===== src/logic/afc_pkg.sv =====
package afc_pkg;
  localparam int CLK_NS = 50;
  localparam int DATA_W = 9;
  localparam int CHAIN_LEN = 3;
  localparam int CNT_W = 4;
  // ==========================================
  // pin timing in ns
  localparam int STROBE_NS = 35;
  localparam int FLAG_NS = 45;
  localparam int RST_SETUP_NS = 50;
  localparam int RST_PULSE_NS = 50;
  localparam int RST_RECOV_NS = 50;
  localparam int RT_SETUP_NS = 35;
  localparam int RT_PULSE_NS = 35;
  localparam int RT_RECOV_NS = 10;

  function automatic int cyc_min(input int ns);
    int c;
    c = (ns + CLK_NS - 1) / CLK_NS;
    return (c < 1) ? 1 : c;
  endfunction : cyc_min

  localparam logic [CNT_W-1:0] CNT_ONE = 4'h1;
  localparam logic [CNT_W-1:0] STROBE_CYC = CNT_W'(cyc_min(STROBE_NS));
  localparam logic [CNT_W-1:0] FLAG_CYC = CNT_W'(cyc_min(FLAG_NS));
  localparam logic [CNT_W-1:0] RST_SETUP_CYC = CNT_W'(cyc_min(RST_SETUP_NS));
  localparam logic [CNT_W-1:0] RST_PULSE_CYC = CNT_W'(cyc_min(RST_PULSE_NS));
  localparam logic [CNT_W-1:0] RST_RECOV_CYC = CNT_W'(cyc_min(RST_RECOV_NS));
  localparam logic [CNT_W-1:0] RT_SETUP_CYC = CNT_W'(cyc_min(RT_SETUP_NS));
  localparam logic [CNT_W-1:0] RT_PULSE_CYC = CNT_W'(cyc_min(RT_PULSE_NS));
  localparam logic [CNT_W-1:0] RT_RECOV_CYC = CNT_W'(cyc_min(RT_RECOV_NS));

  // ==========================================
  // register map, byte addresses
  localparam logic [7:0] ADDR_CTRL = 8'h00;
  localparam logic [7:0] ADDR_WDATA = 8'h04;
  localparam logic [7:0] ADDR_CMD = 8'h08;
  localparam logic [7:0] ADDR_RDATA = 8'h0C;
  localparam logic [7:0] ADDR_STATUS = 8'h10;
  localparam int CTRL_EXP_BIT = 0;
  localparam int CTRL_FL_BIT = 1;
  localparam int CMD_RESET_BIT = 0;
  localparam int CMD_READ_BIT = 1;
  localparam int CMD_REWIND_BIT = 2;
  localparam int STAT_BUSY_BIT = 0;
  localparam int STAT_FULL_BIT = 1;
  localparam int STAT_EMPTY_BIT = 2;
  localparam int STAT_HALF_BIT = 3;
  localparam int STAT_DONE_BIT = 4;
  localparam int STAT_REFUSED_BIT = 5;
  localparam logic [1:0] CTRL_RESET = 2'h0;
  localparam logic [31:0] WORD_ZERO = 32'h0000_0000;
  localparam logic HRESP_OKAY = 1'b0;

  typedef enum logic [3:0] {
    ST_IDLE, ST_WR_LOW, ST_RD_LOW, ST_RECOVER, ST_RST_SETUP, ST_RST_LOW,
    ST_RT_SETUP, ST_RT_LOW
  } afc_state_type;
endpackage : afc_pkg


===== src/logic/afc_ctrl.sv =====
`timescale 1ns/1ns
// How it works
// - host must reset the device before its first write.
// - host keeps both strobes high before and after reset rises.
// - write strobe falls only while not full; data stable around its rise.
// - host keeps both strobes high while pulsing rewind.
// - expansion input low selects single mode with rewind and half-full.
// - chained mode: first device first-load low, others high.
// - host combines all empty flags and all full flags in chained mode.
module afc_ctrl (
  input wire logic ref_clk,
  input wire logic reset,
  input wire logic hsel,
  input wire logic [31:0] haddr,
  input wire logic [1:0] htrans,
  input wire logic hwrite,
  input wire logic [2:0] hsize,
  input wire logic [31:0] hwdata,
  input wire logic hready,
  output logic [31:0] hrdata,
  output logic hreadyout,
  output logic hresp,
  output logic reset_n_in,
  output logic write_strobe_n,
  output logic read_strobe_n,
  output logic first_load_or_rewind_n,
  output logic chain_in_n,
  output logic [afc_pkg::DATA_W-1:0] write_data_bus,
  input wire logic [afc_pkg::DATA_W-1:0] read_data_bus,
  input wire logic [afc_pkg::CHAIN_LEN-1:0] full_ind_n,
  input wire logic [afc_pkg::CHAIN_LEN-1:0] empty_ind_n,
  input wire logic chain_out_or_half_full_n
);
  import afc_pkg::*;

  typedef struct packed {
    afc_state_type state;
    logic [CNT_W-1:0] cnt;
    logic write_n;
    logic read_n;
    logic reset_n;
    logic rewind_n;
    logic [DATA_W-1:0] wdata;
    logic [DATA_W-1:0] rdata;
    logic reset_done;
    logic refused;
  } afc_ctrl_state_type;

  afc_ctrl_state_type s_reg;
  afc_ctrl_state_type s_next;

  logic expansion_mode;
  logic first_load_level;
  logic [DATA_W-1:0] wdata_sw;
  logic start_write;
  logic start_read;
  logic start_reset;
  logic start_rewind;
  logic clear_refused;
  logic full_ok;
  logic empty_ok;
  logic half_n;
  logic busy;

  // composite flag: high while any device in use is not blocking
  function automatic logic flag_combine(input logic [CHAIN_LEN-1:0] flags_n,
                                        input logic chained);
    return chained ? (|flags_n) : flags_n[0];
  endfunction : flag_combine

  // ==========================================
  // register slave
  afc_ahb_regs u_regs (
    .ref_clk(ref_clk),
    .reset(reset),
    .hsel(hsel),
    .haddr(haddr),
    .htrans(htrans),
    .hwrite(hwrite),
    .hsize(hsize),
    .hwdata(hwdata),
    .hready(hready),
    .hrdata(hrdata),
    .hreadyout(hreadyout),
    .hresp(hresp),
    .expansion_mode(expansion_mode),
    .first_load_level(first_load_level),
    .wdata(wdata_sw),
    .start_write(start_write),
    .start_read(start_read),
    .start_reset(start_reset),
    .start_rewind(start_rewind),
    .clear_refused(clear_refused),
    .busy(busy),
    .full_n(full_ok),
    .empty_n(empty_ok),
    .half_n(half_n),
    .reset_done(s_reg.reset_done),
    .refused(s_reg.refused),
    .rdata(s_reg.rdata)
  );

  // ==========================================
  // flags
  // composite flags
  assign full_ok = flag_combine(full_ind_n, expansion_mode);
  assign empty_ok = flag_combine(empty_ind_n, expansion_mode);
  assign half_n = expansion_mode ? 1'b1 : chain_out_or_half_full_n;
  assign busy = (s_reg.state != ST_IDLE);

  // ==========================================
  // pin sequencer
  always_comb begin
    s_next = s_reg;
    if (s_reg.cnt != '0) begin
      s_next.cnt = s_reg.cnt - CNT_ONE;
    end
    if (clear_refused) begin
      s_next.refused = 1'b0;
    end
    case (s_reg.state)
      ST_IDLE: begin
        if (start_reset) begin
          s_next.state = ST_RST_SETUP;
          s_next.cnt = RST_SETUP_CYC - CNT_ONE;
        end else if (start_write) begin
          // write only after reset and not full
          if (s_reg.reset_done && full_ok) begin
            s_next.wdata = wdata_sw;
            s_next.write_n = 1'b0;
            s_next.state = ST_WR_LOW;
            s_next.cnt = STROBE_CYC - CNT_ONE;
          end else begin
            s_next.refused = 1'b1;
          end
        end else if (start_read) begin
          // read only when composite not empty
          if (s_reg.reset_done && empty_ok) begin
            s_next.read_n = 1'b0;
            s_next.state = ST_RD_LOW;
            s_next.cnt = STROBE_CYC - CNT_ONE;
          end else begin
            s_next.refused = 1'b1;
          end
        end else if (start_rewind) begin
          if (s_reg.reset_done && !expansion_mode) begin
            s_next.state = ST_RT_SETUP;
            s_next.cnt = RT_SETUP_CYC - CNT_ONE;
          end else begin
            s_next.refused = 1'b1;
          end
        end
      end
      ST_WR_LOW: begin
        if (s_reg.cnt == '0) begin
          s_next.write_n = 1'b1;
          s_next.state = ST_RECOVER;
          s_next.cnt = FLAG_CYC - CNT_ONE;
        end
      end
      ST_RD_LOW: begin
        if (s_reg.cnt == '0) begin
          s_next.rdata = read_data_bus;
          s_next.read_n = 1'b1;
          s_next.state = ST_RECOVER;
          s_next.cnt = FLAG_CYC - CNT_ONE;
        end
      end
      ST_RST_SETUP: begin
        if (s_reg.cnt == '0) begin
          s_next.reset_n = 1'b0;
          s_next.state = ST_RST_LOW;
          s_next.cnt = RST_PULSE_CYC - CNT_ONE;
        end
      end
      ST_RST_LOW: begin
        if (s_reg.cnt == '0) begin
          s_next.reset_n = 1'b1;
          s_next.reset_done = 1'b1;
          s_next.state = ST_RECOVER;
          s_next.cnt = RST_RECOV_CYC + FLAG_CYC - CNT_ONE;
        end
      end
      ST_RT_SETUP: begin
        if (s_reg.cnt == '0) begin
          s_next.rewind_n = 1'b0;
          s_next.state = ST_RT_LOW;
          s_next.cnt = RT_PULSE_CYC - CNT_ONE;
        end
      end
      ST_RT_LOW: begin
        if (s_reg.cnt == '0) begin
          s_next.rewind_n = 1'b1;
          s_next.state = ST_RECOVER;
          s_next.cnt = RT_RECOV_CYC + FLAG_CYC - CNT_ONE;
        end
      end
      ST_RECOVER: begin
        if (s_reg.cnt == '0) begin
          s_next.state = ST_IDLE;
        end
      end
      default: begin
        s_next.state = ST_IDLE;
      end
    endcase
    // hardware set wins over software clear
    if (s_reg.state == ST_IDLE && !start_reset
        && ((start_write && !(s_reg.reset_done && full_ok))
        || (!start_write && start_read && !(s_reg.reset_done && empty_ok))
        || (!start_write && !start_read && start_rewind
        && !(s_reg.reset_done && !expansion_mode)))) begin
      s_next.refused = 1'b1;
    end
  end

  always_ff @(posedge ref_clk) begin
    if (reset) begin
      s_reg <= '{state: ST_IDLE, cnt: '0, write_n: 1'b1, read_n: 1'b1, reset_n: 1'b1,
                 rewind_n: 1'b1, wdata: '0, rdata: '0, reset_done: 1'b0, refused: 1'b0};
    end else begin
      s_reg <= s_next;
    end
  end

  // ==========================================
  // pin drive
  assign reset_n_in = s_reg.reset_n;
  assign write_strobe_n = s_reg.write_n;
  assign read_strobe_n = s_reg.read_n;
  assign write_data_bus = s_reg.wdata;
  assign first_load_or_rewind_n = expansion_mode ? first_load_level : s_reg.rewind_n;
  // expansion input low for single mode
  assign chain_in_n = expansion_mode;
endmodule : afc_ctrl


===== src/logic/afc_ahb_regs.sv =====
`timescale 1ns/1ns
module afc_ahb_regs (
  input wire logic ref_clk,
  input wire logic reset,
  input wire logic hsel,
  input wire logic [31:0] haddr,
  input wire logic [1:0] htrans,
  input wire logic hwrite,
  input wire logic [2:0] hsize,
  input wire logic [31:0] hwdata,
  input wire logic hready,
  output logic [31:0] hrdata,
  output logic hreadyout,
  output logic hresp,
  output logic expansion_mode,
  output logic first_load_level,
  output logic [afc_pkg::DATA_W-1:0] wdata,
  output logic start_write,
  output logic start_read,
  output logic start_reset,
  output logic start_rewind,
  output logic clear_refused,
  input wire logic busy,
  input wire logic full_n,
  input wire logic empty_n,
  input wire logic half_n,
  input wire logic reset_done,
  input wire logic refused,
  input wire logic [afc_pkg::DATA_W-1:0] rdata
);
  import afc_pkg::*;

  typedef struct packed {
    logic wr_pend;
    logic [7:0] addr;
    logic [1:0] ctrl;
    logic [DATA_W-1:0] wdata;
    logic [4:0] pulse;
    logic [31:0] hrdata;
  } afc_regs_type;

  afc_regs_type r_reg;
  afc_regs_type r_next;

  // ==========================================
  // bus decode
  always_comb begin
    r_next = r_reg;
    r_next.pulse = '0;
    if (r_reg.wr_pend) begin
      case (r_reg.addr)
        ADDR_CTRL: begin
          r_next.ctrl = hwdata[1:0];
        end
        ADDR_WDATA: begin
          r_next.wdata = hwdata[DATA_W-1:0];
          r_next.pulse[0] = 1'b1;
        end
        ADDR_CMD: begin
          r_next.pulse[1] = hwdata[CMD_READ_BIT];
          r_next.pulse[2] = hwdata[CMD_RESET_BIT];
          r_next.pulse[3] = hwdata[CMD_REWIND_BIT];
        end
        ADDR_STATUS: begin
          r_next.pulse[4] = hwdata[STAT_REFUSED_BIT];
        end
        default: begin
        end
      endcase
    end
    r_next.wr_pend = 1'b0;
    if (hready && hsel && htrans[1]) begin
      r_next.wr_pend = hwrite;
      r_next.addr = haddr[7:0];
      if (!hwrite) begin
        case (haddr[7:0])
          ADDR_CTRL: r_next.hrdata = {30'h0000_0000, r_reg.ctrl};
          ADDR_WDATA: r_next.hrdata = {23'h00_0000, r_reg.wdata};
          ADDR_RDATA: r_next.hrdata = {23'h00_0000, rdata};
          ADDR_STATUS: r_next.hrdata = {26'h000_0000, refused, reset_done, half_n, empty_n,
                                        full_n, busy};
          default: r_next.hrdata = WORD_ZERO;
        endcase
      end
    end
  end

  always_ff @(posedge ref_clk) begin
    if (reset) begin
      r_reg <= '0;
    end else begin
      r_reg <= r_next;
    end
  end

  assign hrdata = r_reg.hrdata;
  assign hreadyout = 1'b1;
  assign hresp = HRESP_OKAY;
  assign expansion_mode = r_reg.ctrl[CTRL_EXP_BIT];
  assign first_load_level = r_reg.ctrl[CTRL_FL_BIT];
  assign wdata = r_reg.wdata;
  assign start_write = r_reg.pulse[0];
  assign start_read = r_reg.pulse[1];
  assign start_reset = r_reg.pulse[2];
  assign start_rewind = r_reg.pulse[3];
  assign clear_refused = r_reg.pulse[4];
endmodule : afc_ahb_regs


===== config.mk =====
export PLATFORM = sky130hd
export DESIGN_NAME = afc_ctrl
export DESIGN_NICKNAME = d
export VERILOG_FILES = /design/src/logic/afc_pkg.sv /design/src/logic/afc_ctrl.sv /design/src/logic/afc_ahb_regs.sv
export SDC_FILE = /design/constraint.sdc
export NUM_CORES = 1
export LEC_CHECK = 0
export CAP_MARGIN = 20
export CORE_UTILIZATION = 40
export DETAILED_ROUTE_END_ITERATION = 10
export DONT_BUFFER_PORTS = 1
export GPL_ROUTABILITY_DRIVEN = 0
export MAX_ROUTING_LAYER = met4
export PLACE_DENSITY = 0.65
export SLEW_MARGIN = 20
export SYNTH_ARGS = -nofsm -noshare
export SYNTH_HDL_FRONTEND = slang
export SYNTH_SLANG_ARGS = --single-unit
export TNS_END_PERCENT = 100

===== constraint.sdc =====
create_clock -name ref_clk -period 2.9 [get_ports ref_clk]
set_clock_uncertainty 0.1 [all_clocks]
set_input_delay 0.58 -clock ref_clk [delete_from_list [all_inputs] [get_ports ref_clk]]
set_output_delay 0.58 -clock ref_clk [all_outputs]
set_load 0.01 [all_outputs]

==> results.yml, run 1 <==
yosys:
  syn_inst: 356
  ys.flop_type: "dfxtp_1"
  synth_top_area_share_pct: 40.6
  yosysUniqueCellTypes: 51
  async_flop_share_pct: 0
  synth_area_um2: 3200
  avgSynthCellArea_um2: 8.99
  ys_seq_area_share_pct: 40.6
  synth_compound_area_share_pct: 12.3
  synth_top_family_by_area: "simple AND/OR/NAND/NOR gates"
  synth_edf_count: 0
  synthSimpleGateAreaFrac_pct: 18.7
  synth_area_leader_cell: "dfxtp_1"
  yosysWarnings: 0
  synth_mux_area_share_pct: 13.7
  synth-seq-cells: 65
  synth_xor_area_share_pct: 0
  synthAdderAreaFrac_pct: 1.17
  synth_area_leaders: "dfxtp_1 41%, mux2i_1 12%, buf_4 10%"
critical_path:
  critPathRequiredTime_ns: 3.07
  cp_max_fo: 7
  cp.arrival_ns: 2.48
  r2r_cells: 7
  worstPathCellList: "inv_1, ha_1, nor3b_4, inv_2, ha_1, or4b_2, o211ai_1"
  startpoint: "s_reg[24]$_SDFF_PP0_"
  rr_startpoint: "s_reg[24]$_SDFF_PP0_"
  cp_slowest_cell: "or4b_2"
  crit_top_cell: "ha_1"
  worst_path_largest_cell_delay_ns: 0.66
  rrSetupSlack_ns: 0.58
  r2r_end: "s_reg[24]$_SDFF_PP0_"
  endpoint_kind: "flop"
  crit_type: "reg2reg"
  endpoint: "s_reg[24]$_SDFF_PP0_"
  start_kind: "flop"
die:
  die_y_um: 91.5
  die_w_um: 91.5
  ioPinCount: 138
  initial_core_util_pct: 41.4
  rows: 32
  die_area_um2: 8370
  fp.coreArea_um2: 7730
sta:
  max_freq_ghz: 0.432
  rsz0062_at_grt: "false"
  hold_violations: 0
  finalSetupViolCount: 0
  fin_crit_sh_pct: 79.8
  slew_violations: 0
  period_needed_ns: 2.32
  worst_pin_slew_ns: 0.641
  maxSlewHeadroom_pct: 56.9
  tns_ns: 0
detailed_routing:
  via_per_inst: 5.19
  routed_wl_mm: 6.76
  ant_nets: 0
  drt-initial-drc-count: 80
  drc_errors: 0
  vias: 2285
  wl_per_cell_um: 15.4
  first_pass_iters: 5
global_route:
  gr-usage-all-layers_pct: 17.7
  grt_pass1_wl_mm: 11.1
  antenna_found_initial: 0
  grt_max_degree: 60
  grt_pass1_vias: 2267
  overflow: 0
place:
  port_buffers: 0
  hpwl_mm: 4.91
  placement.cell_area_um2: 3040
layout:
  fillCellCount: 774
  final_cell_mix: "65 x dfxtp_1, 46 x nor2_1, 37 x mux2i_1"
  drive_gt1_share_pct: 9.47
  fin_util_pct: 42.2
  multi_input_area_um2: 1560
  final_area_um2: 3260
  fin_nets: 426
  largest_reg_flops: 19
  final_common_cell: "dfxtp_1"
  diodes: 0
  layout.area.seq_um2: 1300
  area_growth_pct: 1.84
clock_tree:
  cts_setup_buffers: 0
  root_buffer: "clkbuf_8"
  insertion_delay_ns: 0.34
  h-tree-depth: 3
  cts_hold_buf: 0
  clockBufferDepth: 2
  clock-sinks: 65
  post_cts_resized: 0
  cts_inserted_buffers: 9
  path_clk_slew_ns: 0.08
  cts_tree: "built"
power_and_ir_drop:
  irDropWorstVdd_v: 0.000285
  p_per_area_nw_per_um2: 617
  p_leak_nw: 1.40
run_status:
  status: "complete, no violations"
hold_path:
  hp-class: "in2reg"
flow_run:
  drv_cap: 0
==> critical path, delay by kind of cell (launching register included) <==
| kind | cells | cell delay (ns) |
|---|---|---|
| and+or+nand+nor | 2 | 1.00 |
| adders and majority gates | 2 | 0.50 |
| DFF | 1 | 0.33 |
| buffers and inverters | 2 | 0.22 |
| AOI/OAI and AO/OA | 1 | 0.09 |
==> synthesized netlist by cell type, types with 4 or more instances <==
library cell,n
or3_1,4
mux2_2,6
mux2i_1,37
a21oi_1,16
nand3_1,5
o21ai_0,6
nor4_1,4
o211ai_1,5
nor2_1,46
buf_2,5
dfxtp_1,65
buf_4,43
clkbuf_1,9
inv_1,5
nand2_1,29
a22oi_1,5
==> layer usage <==
layer  wire length (um)  track usage [%]  up-vias  share of wire (%)
li1                   -                -     1139                  -
met1               2780             19.3     1050                 41
met2               3280             28.6       83                 48
met3                576             6.95       13                8.5
met4                128             7.67        0                1.9
met5                  0                -        -                  0
==> area by class of cell <==
type	count	share of cell area, %
inverter	6	0.691
multi-input combinational	247	47.9
timing repair buffer	4	0.921
tap	102	3.91
sequential	65	39.9
clock inverter	6	2.80
clock buffer	10	3.91
==> kinds of logic (layout without fill, tap and decap cells) <==
family                     after synthesis  in the layout
other                                    2             25
DFF                                     65             65
buffers and inverters                   67             26
muxes                                   43             43
and+or+nand+nor                        118            118
adders and majority gates                3              3
AOI/OAI and AO/OA                       58             58
==> metrics by stage <==
step	worst slack, ns	total power [W]	instances	hold slack (ns)
floorplan	0.763	0.00119	379	0.332
global placement	0.619	0.00118	424	0.342
detailed placement	0.594	0.00119	424	0.345
CTS	0.578	0.00204	440	0.180
global route	0.453	0.00211	440	0.192
finish	0.585	0.00201	440	0.216
==> worst min-delay path by stage <==
stage	from	end	slack, ns	depth (start not counted)
after floorplan	u_regs.hrdata[0]$_SDFFE_PP0P_	u_regs.hrdata[0]$_SDFFE_PP0P_	0.33	2
after global placement	u_regs.r_reg[49]$_SDFFE_PP0P_	u_regs.r_reg[49]$_SDFFE_PP0P_	0.34	2
after detailed placement	u_regs.r_reg[49]$_SDFFE_PP0P_	u_regs.r_reg[49]$_SDFFE_PP0P_	0.34	2
after CTS	reset	u_regs.r_reg[48]$_SDFFE_PP0P_	0.18	1
after global routing	reset	u_regs.r_reg[48]$_SDFFE_PP0P_	0.19	1
final	reset	u_regs.wdata[1]$_SDFFE_PP0P_	0.22	1
==> report_power, final <==
part	internal (W)	total [W]	switching, W
sequential	0.000918	0.000942	0.0000238
combinational	0.0000959	0.000226	0.000130
clock	0.000489	0.000845	0.000357
Power figures use the tool's default switching activity.
==> run 2: changes to the inputs <==
Settings changed: ABC_AREA set to 1.
Clock period 2.9 ns to 2.3 ns, I/O delays scaled along.
==> run 2 against run 1 <==
Routed wire length rose by 8.4%. Global-route usage rose by 1.2 points. Total power rose by 26%. Sequential cell count did not move. Largest power group unchanged. Highest routed layer unchanged.
==> results.yml, run 2 <==
yosys:
  ys.flop_type: "dfxtp_1"
  synth_top_area_share_pct: 39.8
  synth_top_family_by_area: "simple AND/OR/NAND/NOR gates"
  synth_area_um2: 3270
  synthSimpleGateAreaFrac_pct: 25.6
  syn_inst: 456
  synth_edf_count: 0
  yosysUniqueCellTypes: 34
  ys_seq_area_share_pct: 39.8
  synthAdderAreaFrac_pct: 1.15
  synth-seq-cells: 65
  synth_mux_area_share_pct: 0
  synth_xor_area_share_pct: 0.268
  synth_area_leader_cell: "dfxtp_1"
  synth_compound_area_share_pct: 15.0
  yosysWarnings: 0
  avgSynthCellArea_um2: 7.16
  async_flop_share_pct: 0
  synth_area_leaders: "dfxtp_1 40%, buf_4 9.9%, nand2_1 8.5%"
  yosysMostFrequentCell: "nand2_1"
  synth_common_cells: "74 x nand2_1, 65 x dfxtp_1, 58 x nor2_1"
clock_tree:
  cts_inserted_buffers: 9
  cts_hold_buf: 0
  insertion_delay_ns: 0.35
  h-tree-depth: 3
  post_cts_resized: 0
  clockBufferDepth: 2
  cts_setup_buffers: 0
  cts_tree: "built"
  clock-sinks: 65
  root_buffer: "clkbuf_8"
  path_clk_slew_ns: 0.08
critical_path:
  r2r_cells: 8
  critPathRequiredTime_ns: 2.44
  startpoint: "s_reg[24]$_SDFF_PP0_"
  r2r_end: "s_reg[6]$_SDFFE_PP0P_"
  start_kind: "flop"
  endpoint_kind: "flop"
  cp_max_fo: 14
  crit_type: "reg2reg"
  rr_startpoint: "s_reg[24]$_SDFF_PP0_"
  cp.arrival_ns: 2.10
  endpoint: "s_reg[6]$_SDFFE_PP0P_"
  rrSetupSlack_ns: 0.34
layout:
  final_common_cell: "nand2_1"
  diodes: 0
  fin_nets: 530
  final_cell_mix: "74 x nand2_1, 65 x dfxtp_1, 58 x nor2_1"
  area_growth_pct: 1.26
  largest_reg_flops: 19
  drive_gt1_share_pct: 7.69
power_and_ir_drop:
  irDropWorstVdd_v: 0.000336
  p_per_area_nw_per_um2: 767
  power.total_w: 0.00254
  p_leak_nw: 1.36
sta:
  period_needed_ns: 1.96
  finalSetupViolCount: 0
  worst_pin_slew_ns: 0.517
  fin_crit_sh_pct: 85.3
  rsz0062_at_grt: "false"
  hold_violations: 0
  tns_ns: 0
  maxSlewHeadroom_pct: 65.4
  slew_violations: 0
  max_freq_ghz: 0.510
detailed_routing:
  routed_wl_mm: 7.33
  vias: 2682
  via_per_inst: 4.93
  wl_per_cell_um: 13.5
  drc_errors: 0
  ant_nets: 0
  drt-initial-drc-count: 118
  first_pass_iters: 5
die:
  ioPinCount: 138
  rows: 32
  initial_core_util_pct: 41.8
  fp.coreArea_um2: 7810
  die_w_um: 92.4
  die_area_um2: 8530
  die_y_um: 92.4
flow_run:
  drv_cap: 0
global_route:
  grt_pass1_vias: 2531
  grt_max_degree: 28
  antenna_found_initial: 0
  overflow: 0
  gr-usage-all-layers_pct: 19.0
  grt_pass1_wl_mm: 12.0
run_status:
  status: "complete, no violations"
place:
  port_buffers: 0
  hpwl_mm: 5.44
hold_path:
  hp-class: "in2reg"
-- run 2: cell types whose count changed after synthesis, moves of 6 or more --
cell | before | now
a21oi_1 | 16 | 44
inv_1 | 5 | 45
mux2_2 | 6 | 0
mux2i_1 | 37 | 0
nand2_1 | 29 | 74
nand3_1 | 5 | 33
nor2_1 | 46 | 58
o21ai_0 | 6 | 39
-- run 2: kinds of logic (layout without fill, tap and decap cells) --
group / Yosys count / after routing
AO/OA/AOI/OAI: 92 / 92
XOR/XNOR: 1 / 1
adder cells (fa/ha/maj): 3 / 3
buffers and inverters: 105 / 68
flip-flops: 65 / 65
other: 2 / 25
AND/OR/NAND/NOR: 188 / 188
-- run 2: critical path: stages, from the launching register on --
cell and delay (ns):
dfxtp_1 0.33, inv_1 0.08, ha_1 0.24, nand2_2 0.18
inv_1 0.15, nand2_1 0.38, inv_1 0.20, nor2_1 0.13
nor2_1 0.06
-- run 2: layout make-up --
type                            instances  area [um2]
Clock buffer                            9         124
Clock inverter                          7        76.3
Fill cell                             834        4500
Inverter                               49         189
Multi-Input combinational cell        309        1470
Sequential cell                        65        1300
Tap cell                              102         128
Timing Repair Buffer                    3        22.5
-- run 2: worst min path at each step --
| stage | start | end | slack, ns | cells past startpoint |
|---|---|---|---|---|
| after floorplan | s_reg[10]$_SDFFE_PP0P_ | s_reg[10]$_SDFFE_PP0P_ | 0.33 | 2 |
| after global placement | s_reg[10]$_SDFFE_PP0P_ | s_reg[10]$_SDFFE_PP0P_ | 0.34 | 2 |
| after detailed placement | s_reg[10]$_SDFFE_PP0P_ | s_reg[10]$_SDFFE_PP0P_ | 0.35 | 2 |
| after CTS | reset | u_regs.wdata[5]$_SDFFE_PP0P_ | 0.06 | 1 |
| after global routing | reset | u_regs.wdata[5]$_SDFFE_PP0P_ | 0.04 | 1 |
| final | reset | s_reg[28]$_SDFFE_PP0P_ | 0.08 | 1 |
-- run 2: per-stage QoR --
step	utilization [%]	hold WS, ns	cell area (um2)	cells	setup WS [ns]
after global routing	42.4	0.0447	3310	544	0.149
after CTS	42.4	0.0647	3310	544	0.314
after global placement	39.8	0.340	3110	528	0.360
after detailed placement	39.8	0.350	3110	528	0.318
after floorplan	-	0.330	3350	479	0.784
final	42.4	0.0764	3310	544	0.339
-- run 2: report_power, final --
| group | internal (W) | switching, W | leakage (nW) |
|---|---|---|---|
| logic | 0.000119 | 0.000236 | 0.743 |
| clock network | 0.000507 | 0.000477 | 0.0962 |
| registers | 0.00117 | 0.0000302 | 0.526 |
| total | 0.00180 | 0.000743 | 1.36 |
-- run 2: routing by layer --
metal,vias up,track usage [%],routed length [um]
met3,6,6.16,557
met1,1195,22.8,3280
li1,1373,-,-
met2,108,30.6,3430
met5,-,-,0
met4,0,4.82,60
